## config.mk

```make
export PLATFORM = sky130hd
export DESIGN_NAME = dspwm_timer
export DESIGN_NICKNAME = d
export VERILOG_FILES = /design/src/hw/dspwm_pkg.sv /design/src/hw/dspwm_tick_if.sv /design/src/hw/dspwm_presc.sv /design/src/hw/dspwm_pwm_out.sv /design/src/hw/dspwm_timer.sv
export SDC_FILE = /design/constraint.sdc
export NUM_CORES = 1
export LEC_CHECK = 0
export BUFFER_PORTS_ARGS = -buffer_cell sky130_fd_sc_hd__buf_2
export CAP_MARGIN = 40
export CELL_PAD_IN_SITES_DETAIL_PLACEMENT = 1
export CELL_PAD_IN_SITES_GLOBAL_PLACEMENT = 1
export CORE_MARGIN = 1
export CORE_UTILIZATION = 49
export CTS_BUF_LIST = sky130_fd_sc_hd__clkbuf_2 sky130_fd_sc_hd__clkbuf_4 sky130_fd_sc_hd__clkbuf_8
export DETAILED_ROUTE_END_ITERATION = 16
export GPL_ROUTABILITY_DRIVEN = 1
export PLACE_DENSITY = 0.93
export SLEW_MARGIN = 0
export SYNTH_ARGS = -nofsm -noshare
export SYNTH_HDL_FRONTEND = slang
export SYNTH_SLANG_ARGS = --single-unit
export TNS_END_PERCENT = 50
```

## constraint.sdc

```tcl
create_clock -name aclk -period 5 [get_ports aclk]
set_input_delay 0.75 -clock aclk [delete_from_list [all_inputs] [get_ports aclk]]
set_output_delay 0.75 -clock aclk [all_outputs]
set_load 0.02 [all_outputs]
```

## src/hw/dspwm_pkg.sv

```systemverilog
package dspwm_pkg;
  // Register byte offsets
  localparam logic [7:0] ADDR_CTRL   = 8'h00;
  localparam logic [7:0] ADDR_CMP_A  = 8'h04;
  localparam logic [7:0] ADDR_CMP_B  = 8'h08;
  localparam logic [7:0] ADDR_CAP    = 8'h0C;
  localparam logic [7:0] ADDR_COUNT  = 8'h10;
  localparam logic [7:0] ADDR_FLAGS  = 8'h14;
  localparam logic [7:0] ADDR_PINS   = 8'h18;
  // Control register fields
  localparam int CTRL_WAVE_LSB  = 0;
  localparam int CTRL_MODE_A_LSB = 4;
  localparam int CTRL_MODE_B_LSB = 6;
  localparam int CTRL_PRESC_LSB = 8;
  // Flag register fields
  localparam int FLAG_OVF = 0;
  localparam int FLAG_CMPA = 1;
  localparam int FLAG_CMPB = 2;
  localparam int FLAG_CAP = 3;
  // Pin register fields
  localparam int PIN_DIR_A = 0;
  localparam int PIN_DIR_B = 1;
  localparam int PIN_EN_A  = 2;
  localparam int PIN_EN_B  = 3;
  // Waveform modes
  localparam logic [3:0] WAVE_PC8    = 4'h1;
  localparam logic [3:0] WAVE_PC9    = 4'h2;
  localparam logic [3:0] WAVE_PC10   = 4'h3;
  localparam logic [3:0] WAVE_PFC_CAP = 4'h8;
  localparam logic [3:0] WAVE_PFC_A  = 4'h9;
  localparam logic [3:0] WAVE_PC_CAP = 4'hA;
  localparam logic [3:0] WAVE_PC_A   = 4'hB;
  // Fixed tops and bottom
  localparam logic [15:0] TOP_8BIT  = 16'h00FF;
  localparam logic [15:0] TOP_9BIT  = 16'h01FF;
  localparam logic [15:0] TOP_10BIT = 16'h03FF;
  localparam logic [15:0] BOTTOM    = 16'h0000;
  localparam logic [15:0] TOP_MIN   = 16'h0003;
  // Output modes
  localparam logic [1:0] OUT_NONINV = 2'h2;
  localparam logic [1:0] OUT_INV    = 2'h3;
  // Prescaler select codes and divisions
  localparam logic [2:0] PRESC_OFF = 3'h0;
  localparam logic [2:0] PRESC_1   = 3'h1;
  localparam logic [2:0] PRESC_8   = 3'h2;
  localparam logic [2:0] PRESC_64  = 3'h3;
  localparam logic [2:0] PRESC_256 = 3'h4;
  localparam logic [2:0] PRESC_1024 = 3'h5;
  localparam logic [9:0] DIV_8    = 10'h007;
  localparam logic [9:0] DIV_64   = 10'h03F;
  localparam logic [9:0] DIV_256  = 10'h0FF;
  localparam logic [9:0] DIV_1024 = 10'h3FF;
  // AXI responses
  localparam logic [1:0] RESP_OKAY   = 2'h0;
  localparam logic [1:0] RESP_SLVERR = 2'h2;
endpackage

```

## src/hw/dspwm_tick_if.sv

```systemverilog
`timescale 1ns/1ns
interface dspwm_tick_if;
  logic [2:0] select;
  logic       tick;
  modport src (input select, output tick);
  modport dst (output select, input tick);
endinterface

```

## src/hw/dspwm_presc.sv

```systemverilog
`timescale 1ns/1ns
module dspwm_presc (
  input wire logic   aclk,
  input wire logic   aresetn,
  dspwm_tick_if.src  tk
);
  typedef struct packed {
    logic [9:0] cnt;
    logic [2:0] sel;
  } dspwm_presc_s;
  dspwm_presc_s st_reg;
  dspwm_presc_s st_next;
  logic [9:0]   lim;

  always_comb begin
    unique case (tk.select)
      dspwm_pkg::PRESC_8:    lim = dspwm_pkg::DIV_8;
      dspwm_pkg::PRESC_64:   lim = dspwm_pkg::DIV_64;
      dspwm_pkg::PRESC_256:  lim = dspwm_pkg::DIV_256;
      dspwm_pkg::PRESC_1024: lim = dspwm_pkg::DIV_1024;
      default:               lim = 10'h000;
    endcase
  end

  // Divider restarts when the selection changes
  always_comb begin
    st_next     = st_reg;
    st_next.sel = tk.select;
    if (tk.select != st_reg.sel || st_reg.cnt >= lim) begin
      st_next.cnt = 10'h000;
    end else begin
      st_next.cnt = st_reg.cnt + 10'h001;
    end
  end

  // Tick is a one-cycle enable, never a clock
  assign tk.tick = (tk.select inside {[dspwm_pkg::PRESC_1:dspwm_pkg::PRESC_1024]})
                   && (tk.select == st_reg.sel) && (st_reg.cnt >= lim);

  always_ff @(posedge aclk) begin
    if (!aresetn) begin
      st_reg <= '0;
    end else begin
      st_reg <= st_next;
    end
  end
endmodule // dspwm_presc

```

## src/hw/dspwm_pwm_out.sv

```systemverilog
`timescale 1ns/1ns
module dspwm_pwm_out (
  input  wire logic        aclk,
  input  wire logic        aresetn,
  input  wire logic        tick,
  input  wire logic        dual_mode,
  input  wire logic        counting_up,
  input  wire logic [15:0] counter_value,
  input  wire logic [15:0] compare_value,
  input  wire logic [15:0] top_value,
  input  wire logic [1:0]  output_mode,
  input  wire logic        pin_direction_bit,
  input  wire logic        pin_enable,
  output logic             wave_level,
  output logic             pin_out,
  output logic             pin_oe
);
  typedef struct packed {
    logic wave;
  } dspwm_out_s;
  dspwm_out_s st_reg;
  dspwm_out_s st_next;
  logic       pwm_on;
  logic       level;

  assign pwm_on = dual_mode && output_mode[1];

  always_comb begin
    st_next = st_reg;
    level   = 1'b0;
    if (tick && pwm_on) begin
      if (compare_value == dspwm_pkg::BOTTOM) begin
        level = 1'b0;
      end else if (compare_value == top_value) begin
        level = 1'b1;
      end else if (counter_value == compare_value) begin
        level = !counting_up;
      end else begin
        level = (output_mode == dspwm_pkg::OUT_INV) ? !st_reg.wave : st_reg.wave;
      end
      st_next.wave = (output_mode == dspwm_pkg::OUT_INV) ? !level : level;
    end
  end

  assign wave_level = st_reg.wave;
  assign pin_out    = st_reg.wave;
  assign pin_oe     = pwm_on && pin_direction_bit && pin_enable;

  always_ff @(posedge aclk) begin
    if (!aresetn) begin
      st_reg <= '0;
    end else begin
      st_reg <= st_next;
    end
  end
endmodule // dspwm_pwm_out

```

## src/hw/dspwm_timer.sv

```systemverilog
// How it works
// - Counts zero up to TOP, back down.
// - Counter reverses at TOP on the next tick, no hold.
// - Phase correct: overflow flag at zero.
// - Phase correct: A/capture flag at TOP load.
// - Phase correct: compare buffers load at TOP.
// - Fixed TOP masks compare bits on write.
// - Output mode two normal, three inverted.
// - Pin driven only with direction and enable.
// - Non-inverted: clear on up match, set on down.
// - Tick prescaled by 1, 8, 64, 256, 1024.
// - Non-inverted: compare zero low, compare TOP high.
// - Modes 8 and 9 frequency correct.
// - Frequency correct TOP from 0x0003 to 16-bit.
// - Frequency correct: load and overflow at zero.
// - Frequency correct: A/capture flag at TOP.
// - Compare flag set on counter match.
// - Fully synchronous, tick is only an enable.
// - Modes 1, 2, 3, 10, 11 phase correct.
// - Modes 1, 2, 3 fixed TOP values.
`timescale 1ns/1ns
module dspwm_timer (
  input  wire logic        aclk,
  input  wire logic        aresetn,
  input  wire logic [7:0]  s_axi_awaddr,
  input  wire logic        s_axi_awvalid,
  output logic             s_axi_awready,
  input  wire logic [31:0] s_axi_wdata,
  input  wire logic [3:0]  s_axi_wstrb,
  input  wire logic        s_axi_wvalid,
  output logic             s_axi_wready,
  output logic [1:0]       s_axi_bresp,
  output logic             s_axi_bvalid,
  input  wire logic        s_axi_bready,
  input  wire logic [7:0]  s_axi_araddr,
  input  wire logic        s_axi_arvalid,
  output logic             s_axi_arready,
  output logic [31:0]      s_axi_rdata,
  output logic [1:0]       s_axi_rresp,
  output logic             s_axi_rvalid,
  input  wire logic        s_axi_rready,
  output logic             wave_out_a,
  output logic             wave_out_a_oe,
  output logic             wave_out_b,
  output logic             wave_out_b_oe
);
  ////////////////////////////////////////////////////////////////////////////
  // State
  typedef struct packed {
    logic [3:0]  waveform_mode;
    logic [1:0]  output_mode_a;
    logic [1:0]  output_mode_b;
    logic [2:0]  presc_sel;
    logic [3:0]  pin_bits;
    logic [15:0] cmp_a_buf;
    logic [15:0] cmp_b_buf;
    logic [15:0] compare_a_value;
    logic [15:0] compare_b_value;
    logic [15:0] capture_top_value;
    logic [15:0] counter_value;
    logic        counting_up;
    logic        overflow_flag;
    logic        compare_a_flag;
    logic        compare_b_flag;
    logic        capture_flag;
    logic        aw_held;
    logic [7:0]  aw_addr;
    logic        w_held;
    logic [31:0] w_data;
    logic [3:0]  w_strb;
    logic        bvalid;
    logic [1:0]  bresp;
    logic        rvalid;
    logic [31:0] rdata;
    logic [1:0]  rresp;
  } dspwm_timer_s;
  dspwm_timer_s st_reg;
  dspwm_timer_s st_next;

  dspwm_tick_if tk ();
  logic        tick;
  logic        phase_mode;
  logic        freq_mode;
  logic        dual_mode;
  logic        fixed_top;
  logic [15:0] top_value;
  logic [15:0] top_mask;
  logic        at_top;
  logic        at_bottom;
  logic        do_write;
  logic [31:0] wmask;
  logic [31:0] wval;
  logic        wave_a_q;
  logic        wave_b_q;

  ////////////////////////////////////////////////////////////////////////////
  // Mode decode
  assign phase_mode = (st_reg.waveform_mode == dspwm_pkg::WAVE_PC8)
                   || (st_reg.waveform_mode == dspwm_pkg::WAVE_PC9)
                   || (st_reg.waveform_mode == dspwm_pkg::WAVE_PC10)
                   || (st_reg.waveform_mode == dspwm_pkg::WAVE_PC_CAP)
                   || (st_reg.waveform_mode == dspwm_pkg::WAVE_PC_A);
  assign freq_mode = (st_reg.waveform_mode == dspwm_pkg::WAVE_PFC_CAP)
                  || (st_reg.waveform_mode == dspwm_pkg::WAVE_PFC_A);
  assign dual_mode = phase_mode || freq_mode;

  always_comb begin
    fixed_top = 1'b1;
    unique case (st_reg.waveform_mode)
      dspwm_pkg::WAVE_PC8:  top_value = dspwm_pkg::TOP_8BIT;
      dspwm_pkg::WAVE_PC9:  top_value = dspwm_pkg::TOP_9BIT;
      dspwm_pkg::WAVE_PC10: top_value = dspwm_pkg::TOP_10BIT;
      dspwm_pkg::WAVE_PFC_A, dspwm_pkg::WAVE_PC_A: begin
        fixed_top = 1'b0;
        top_value = st_reg.compare_a_value;
      end
      default: begin
        fixed_top = 1'b0;
        top_value = st_reg.capture_top_value;
      end
    endcase
  end

  assign top_mask  = fixed_top ? top_value : 16'hFFFF;
  assign at_top    = st_reg.counter_value == top_value;
  assign at_bottom = st_reg.counter_value == dspwm_pkg::BOTTOM;

  dspwm_presc u_presc (
    .aclk    (aclk),
    .aresetn (aresetn),
    .tk      (tk.src)
  );
  assign tk.select = st_reg.presc_sel;
  assign tick      = tk.tick;

  ////////////////////////////////////////////////////////////////////////////
  // Bus write data
  always_comb begin
    for (int i = 0; i < 4; i++) begin
      wmask[i*8 +: 8] = {8{st_reg.w_strb[i]}};
    end
  end
  assign do_write = st_reg.aw_held && st_reg.w_held && !st_reg.bvalid;

  ////////////////////////////////////////////////////////////////////////////
  // Next state
  always_comb begin
    st_next = st_reg;
    wval    = 32'h0000_0000;
    // Write one to clear goes ahead of the events, so a same-cycle set wins
    if (do_write && st_reg.aw_addr == dspwm_pkg::ADDR_FLAGS) begin
      st_next.overflow_flag  = st_reg.overflow_flag
        & ~(st_reg.w_data[dspwm_pkg::FLAG_OVF] & wmask[dspwm_pkg::FLAG_OVF]);
      st_next.compare_a_flag = st_reg.compare_a_flag
        & ~(st_reg.w_data[dspwm_pkg::FLAG_CMPA] & wmask[dspwm_pkg::FLAG_CMPA]);
      st_next.compare_b_flag = st_reg.compare_b_flag
        & ~(st_reg.w_data[dspwm_pkg::FLAG_CMPB] & wmask[dspwm_pkg::FLAG_CMPB]);
      st_next.capture_flag   = st_reg.capture_flag
        & ~(st_reg.w_data[dspwm_pkg::FLAG_CAP] & wmask[dspwm_pkg::FLAG_CAP]);
    end
    // Counter and buffer loads
    if (tick && dual_mode) begin
      if (st_reg.counting_up) begin
        if (at_top) begin
          st_next.counting_up   = 1'b0;
          st_next.counter_value = st_reg.counter_value - 16'h0001;
        end else begin
          st_next.counter_value = st_reg.counter_value + 16'h0001;
        end
      end else begin
        if (at_bottom) begin
          st_next.counting_up   = 1'b1;
          st_next.counter_value = st_reg.counter_value + 16'h0001;
        end else begin
          st_next.counter_value = st_reg.counter_value - 16'h0001;
        end
      end
      if ((phase_mode && at_top) || (freq_mode && at_bottom)) begin
        st_next.compare_a_value = st_reg.cmp_a_buf & top_mask;
        st_next.compare_b_value = st_reg.cmp_b_buf & top_mask;
      end
      if (at_bottom) begin
        st_next.overflow_flag = 1'b1;
      end
      if (at_top) begin
        if (st_reg.waveform_mode == dspwm_pkg::WAVE_PC_A
            || st_reg.waveform_mode == dspwm_pkg::WAVE_PFC_A) begin
          st_next.compare_a_flag = 1'b1;
        end
        if (st_reg.waveform_mode == dspwm_pkg::WAVE_PC_CAP
            || st_reg.waveform_mode == dspwm_pkg::WAVE_PFC_CAP) begin
          st_next.capture_flag = 1'b1;
        end
      end
      if (st_reg.counter_value == st_reg.compare_a_value) begin
        st_next.compare_a_flag = 1'b1;
      end
      if (st_reg.counter_value == st_reg.compare_b_value) begin
        st_next.compare_b_flag = 1'b1;
      end
    end
    // Write address and data capture
    if (s_axi_awvalid && !st_reg.aw_held) begin
      st_next.aw_held = 1'b1;
      st_next.aw_addr = s_axi_awaddr;
    end
    if (s_axi_wvalid && !st_reg.w_held) begin
      st_next.w_held = 1'b1;
      st_next.w_data = s_axi_wdata;
      st_next.w_strb = s_axi_wstrb;
    end
    if (do_write) begin
      st_next.aw_held = 1'b0;
      st_next.w_held  = 1'b0;
      st_next.bvalid  = 1'b1;
      st_next.bresp   = dspwm_pkg::RESP_OKAY;
      unique case (st_reg.aw_addr)
        dspwm_pkg::ADDR_CTRL: begin
          wval = ({16'h0000, 5'h00, st_reg.presc_sel, st_reg.output_mode_b,
                   st_reg.output_mode_a, st_reg.waveform_mode} & ~wmask)
               | (st_reg.w_data & wmask);
          st_next.waveform_mode = wval[dspwm_pkg::CTRL_WAVE_LSB +: 4];
          st_next.output_mode_a = wval[dspwm_pkg::CTRL_MODE_A_LSB +: 2];
          st_next.output_mode_b = wval[dspwm_pkg::CTRL_MODE_B_LSB +: 2];
          st_next.presc_sel     = wval[dspwm_pkg::CTRL_PRESC_LSB +: 3];
        end
        dspwm_pkg::ADDR_CMP_A: begin
          wval = ({16'h0000, st_reg.cmp_a_buf} & ~wmask) | (st_reg.w_data & wmask);
          st_next.cmp_a_buf = wval[15:0] & top_mask;
        end
        dspwm_pkg::ADDR_CMP_B: begin
          wval = ({16'h0000, st_reg.cmp_b_buf} & ~wmask) | (st_reg.w_data & wmask);
          st_next.cmp_b_buf = wval[15:0] & top_mask;
        end
        dspwm_pkg::ADDR_CAP: begin
          wval = ({16'h0000, st_reg.capture_top_value} & ~wmask)
               | (st_reg.w_data & wmask);
          st_next.capture_top_value = wval[15:0];
        end
        dspwm_pkg::ADDR_COUNT: begin
          wval = ({16'h0000, st_reg.counter_value} & ~wmask) | (st_reg.w_data & wmask);
          st_next.counter_value = wval[15:0];
        end
        dspwm_pkg::ADDR_FLAGS: begin
          // Cleared ahead of the event logic above
          wval = st_reg.w_data & wmask;
        end
        dspwm_pkg::ADDR_PINS: begin
          wval = ({28'h0000000, st_reg.pin_bits} & ~wmask) | (st_reg.w_data & wmask);
          st_next.pin_bits = wval[3:0];
        end
        default: st_next.bresp = dspwm_pkg::RESP_SLVERR;
      endcase
    end
    if (st_reg.bvalid && s_axi_bready) begin
      st_next.bvalid = 1'b0;
    end
    // Read
    if (s_axi_arvalid && !st_reg.rvalid) begin
      st_next.rvalid = 1'b1;
      st_next.rresp  = dspwm_pkg::RESP_OKAY;
      unique case (s_axi_araddr)
        dspwm_pkg::ADDR_CTRL:  st_next.rdata = {16'h0000, 5'h00, st_reg.presc_sel,
                                 st_reg.output_mode_b, st_reg.output_mode_a,
                                 st_reg.waveform_mode};
        dspwm_pkg::ADDR_CMP_A: st_next.rdata = {16'h0000, st_reg.cmp_a_buf};
        dspwm_pkg::ADDR_CMP_B: st_next.rdata = {16'h0000, st_reg.cmp_b_buf};
        dspwm_pkg::ADDR_CAP:   st_next.rdata = {16'h0000, st_reg.capture_top_value};
        dspwm_pkg::ADDR_COUNT: st_next.rdata = {16'h0000, st_reg.counter_value};
        dspwm_pkg::ADDR_FLAGS: st_next.rdata = {28'h0000000, st_reg.capture_flag,
                                 st_reg.compare_b_flag, st_reg.compare_a_flag,
                                 st_reg.overflow_flag};
        dspwm_pkg::ADDR_PINS:  st_next.rdata = {28'h0000000, st_reg.pin_bits};
        default: begin
          st_next.rdata = 32'h0000_0000;
          st_next.rresp = dspwm_pkg::RESP_SLVERR;
        end
      endcase
    end else if (st_reg.rvalid && s_axi_rready) begin
      st_next.rvalid = 1'b0;
    end
  end

  assign s_axi_awready = !st_reg.aw_held;
  assign s_axi_wready  = !st_reg.w_held;
  assign s_axi_bvalid  = st_reg.bvalid;
  assign s_axi_bresp   = st_reg.bresp;
  assign s_axi_arready = !st_reg.rvalid;
  assign s_axi_rvalid  = st_reg.rvalid;
  assign s_axi_rdata   = st_reg.rdata;
  assign s_axi_rresp   = st_reg.rresp;

  ////////////////////////////////////////////////////////////////////////////
  // Waveform channels
  dspwm_pwm_out u_out_a (
    .aclk              (aclk),
    .aresetn           (aresetn),
    .tick              (tick),
    .dual_mode         (dual_mode),
    .counting_up       (st_reg.counting_up),
    .counter_value     (st_reg.counter_value),
    .compare_value     (st_reg.compare_a_value),
    .top_value         (top_value),
    .output_mode       (st_reg.output_mode_a),
    .pin_direction_bit (st_reg.pin_bits[dspwm_pkg::PIN_DIR_A]),
    .pin_enable        (st_reg.pin_bits[dspwm_pkg::PIN_EN_A]),
    .wave_level        (wave_a_q),
    .pin_out           (wave_out_a),
    .pin_oe            (wave_out_a_oe)
  );

  dspwm_pwm_out u_out_b (
    .aclk              (aclk),
    .aresetn           (aresetn),
    .tick              (tick),
    .dual_mode         (dual_mode),
    .counting_up       (st_reg.counting_up),
    .counter_value     (st_reg.counter_value),
    .compare_value     (st_reg.compare_b_value),
    .top_value         (top_value),
    .output_mode       (st_reg.output_mode_b),
    .pin_direction_bit (st_reg.pin_bits[dspwm_pkg::PIN_DIR_B]),
    .pin_enable        (st_reg.pin_bits[dspwm_pkg::PIN_EN_B]),
    .wave_level        (wave_b_q),
    .pin_out           (wave_out_b),
    .pin_oe            (wave_out_b_oe)
  );

  always_ff @(posedge aclk) begin
    if (!aresetn) begin
      st_reg             <= '0;
      st_reg.counting_up <= 1'b1;
    end else begin
      st_reg <= st_next;
    end
  end
endmodule // dspwm_timer

```

==> summary.txt <==
synth cell count leaders - 192 x nand2_1, 179 x dfxtp_1, 135 x a21oi_1
post-synthesis mux area share - 4.97%
PostCTS Resize Cnt - 0
CP required - 5.41 ns
Worst setup SP type - flop
Clock Path Buffers - 2
routed wire length per instance - 24.0 µm
post-synthesis compound-gate area fraction - 18.3%
share of cells above drive strength 1 - 13.1%
main flop type after synthesis - dfxtp_1
Initial Utilization - 50.0%
Post-CTS Setup Inserts - 0
largest family of logic cells by synthesized area - simple AND/OR/NAND/NOR gates
Slew Limit Fails - 0
Post-Syn Area - 10,100 µm²
Worst VDD drop - 0.221 mV
DPL Wire Length - 26,100 µm
final worst path period share - 89.0%
Layout Nets - 1,358
critical path buffer and inverter count - 2
final antenna-violating net count - 0
Tot GR Track Use - 35.5%
GRT overflow - 0
wirelength, routed - 37,600 µm
Die W - 146 µm
CTS sink count - 179
asr flop ratio synth - 0%
WHS Endpoint - s_axi_rvalid$_SDFFE_PN0P_
CTS tree - built
Final Core Density - 53.6%
initial antenna violation count - 1
Mapped Avg Cell Area - 7.89 µm²
Distinct cells, synth - 82
post-synth top area share - 35.4%
Ant. Diodes - 0
setup violators final - 0
H-tree depth - 4
gpl congestion - 0.992
DRC - 0
RSZ-0062 raised after global routing - false
area leader, netlist - dfxtp_1
critical path class - reg2reg
Seq cells post-synth - 179
Reg2Reg Setup Slack - 0.55 ns
skew final - 0.0212 ns
routed vias - 10,109
DR iter-0 viols - 988
run status - complete, no violations
largest net degree at the start of global routing - 118
worst reg2reg endpoint - st_reg[130]$_SDFFE_PN0P_
P_leak - 4.18 nW
Root Driver - clkbuf_8
xor/xnor share of the synthesized area - 7.17%
CP peak stage delay - 0.79 ns
vias per inst - 6.44
Ports - 104
P&R area growth vs syn - 7.06%
Clock Latency Late Sink - 0.49 ns
CP delay by family, top - simple AND/OR/NAND/NOR gates
cell chain of the critical path - buf_4, and4bb_2, a221oi_1, xnor2_1, nand2_1, nor4_2, and2_1, o21ai_0, a21oi_2, buf_4, nand3_1, a21oi_1
vias in the first global route - 10,227
Crit. End Element - flop
most used cell along the critical path - buf_4
overall die area - 21,200 µm²
hold_sp - s_axi_rready
TNS Setup - 0 ns
cell count of the worst reg-to-reg path - 12
top-count cell post-synth - nand2_1
Post-CTS Hold Fix Bufs - 0
IO buf count - 67
Power per Cell Area - 247 nW/µm²
core footprint - 20,200 µm²
synth top area cells - dfxtp_1 35%, nand2_1 7.1%, a21oi_1 6.7%
simple-gate share of the synthesized area - 24.8%
CP arrival - 4.86 ns
number of synthesized flops with an enable pin - 0
number of max-cap violations - 0
slew at the pin closest to its max-slew limit - 0.990 ns
final number of hold-violating endpoints - 0
worst hold path class - in2reg
Post-Synth Adder-Cell Area - 1.61%
minimum clock period after layout - 4.45 ns
fmax - 225 MHz
Crit Path Max Fanout - 32
Slowest cell on crit path - dfxtp_1
Synth Warn # - 0
Mapped Cells - 1,283
num rows - 52
slew margin rel. - 33.9%
Hold Crit Depth - 2
CTS buffer count - 17
Die Span Y - 146 µm
drt pass-1 iters - 8
clk slew on worst S/H paths - 0.11 ns
Seq/Total Area, Yosys - 35.4%
first-pass GRT wire length - 57,900 µm
power by group:
| part | internal [mW] | total, mW | switching (mW) |
|---|---|---|---|
| clock network | 0.384 | 1.04 | 0.657 |
| registers | 1.44 | 1.48 | 0.0414 |
| logic | 0.0448 | 0.150 | 0.105 |
| total | 1.87 | 2.67 | 0.803 |
worst register-to-register path: cells and delay by family (launching register included):
family                 cells  cell delay (ns)
flip-flops                 1             0.79
AND/OR/NAND/NOR            5             1.43
buffers and inverters      2             0.69
AO/OA/AOI/OAI              4             1.26
XOR/XNOR                   1             0.20
layout make-up:
class                   instances  area [µm²]
fillers                      2483        9390
clock buffers                  17         234
flip-flops and latches        179        3580
inverters                      30         115
multi-input cells             965        5830
clock inverters                15         178
repair buffers                 93         566
well taps                     270         338
how the worst max path moves through the flow:
stage	startpoint	cells past startpoint	slack (ns)	to
3_5_place_dp	flop	12	0.90	st_reg[130]$_SDFFE_PN0P_
6_report	flop	12	0.55	st_reg[130]$_SDFFE_PN0P_
4_1_cts	flop	12	0.67	st_reg[130]$_SDFFE_PN0P_
5_1_grt	flop	12	0.47	st_reg[130]$_SDFFE_PN0P_
3_3_place_gp	flop	11	1.01	st_reg[138]$_SDFFE_PN0P_
2_1_floorplan	flop	15	1.71	flop
routing by layer:
metal  global-route usage [%]  part of all wire (%)  vias up  wire, µm
met5                        0                     0        -         0
met4                     22.3                   6.3        0      2350
li1                         -                     -     4481         -
met1                     43.9                    39     4900     14600
met3                     7.71                   9.6      157      3610
met2                     56.1                    45      571     17100
kinds of logic (layout without fill, tap and decap cells):
| family | Yosys count | in the layout |
|---|---|---|
| AOI/OAI and AO/OA | 288 | 288 |
| xor gates and xnor gates | 82 | 82 |
| adders and majority gates | 13 | 13 |
| buffers and inverters | 156 | 155 |
| DFF | 179 | 179 |
| muxes | 48 | 48 |
| other | 1 | 18 |
| and+or+nand+nor | 516 | 516 |
placed cells by master, fill, tap and decap left out, types with 17 or more instances in the layout:
| master | Yosys | layout |
|---|---|---|
| buf_2 | 12 | 69 |
| buf_4 | 39 | 20 |
| conb_1 | 1 | 18 |
| dfxtp_1 | 179 | 179 |
| mux2i_1 | 30 | 30 |
| a21oi_1 | 135 | 135 |
| nand3_1 | 58 | 58 |
| xnor2_1 | 34 | 34 |
| a22oi_1 | 41 | 41 |
| nand2_1 | 192 | 192 |
| inv_1 | 29 | 28 |
| xor2_1 | 47 | 47 |
| clkbuf_8 | 0 | 17 |
| a31oi_1 | 18 | 18 |
| nor4_1 | 22 | 22 |
| nand4_1 | 23 | 23 |
| nor2_1 | 110 | 110 |
through the flow:
stage / setup WS (ns) / power, mW / area, µm² / hold WS [ns] / instances
5_1_grt: 0.470 / 2.74 / 10800 / 0.422 / 1569
4_1_cts: 0.671 / 2.67 / 10800 / 0.415 / 1568
3_3_place_gp: 1.01 / 1.65 / 10400 / 0.445 / 1532
2_1_floorplan: 1.71 / 1.60 / 10200 / 0.432 / 1300
6_report: 0.549 / 2.67 / 10800 / 0.429 / 1569
3_5_place_dp: 0.904 / 1.66 / 10400 / 0.449 / 1536
(Power assumes the default switching activity.)
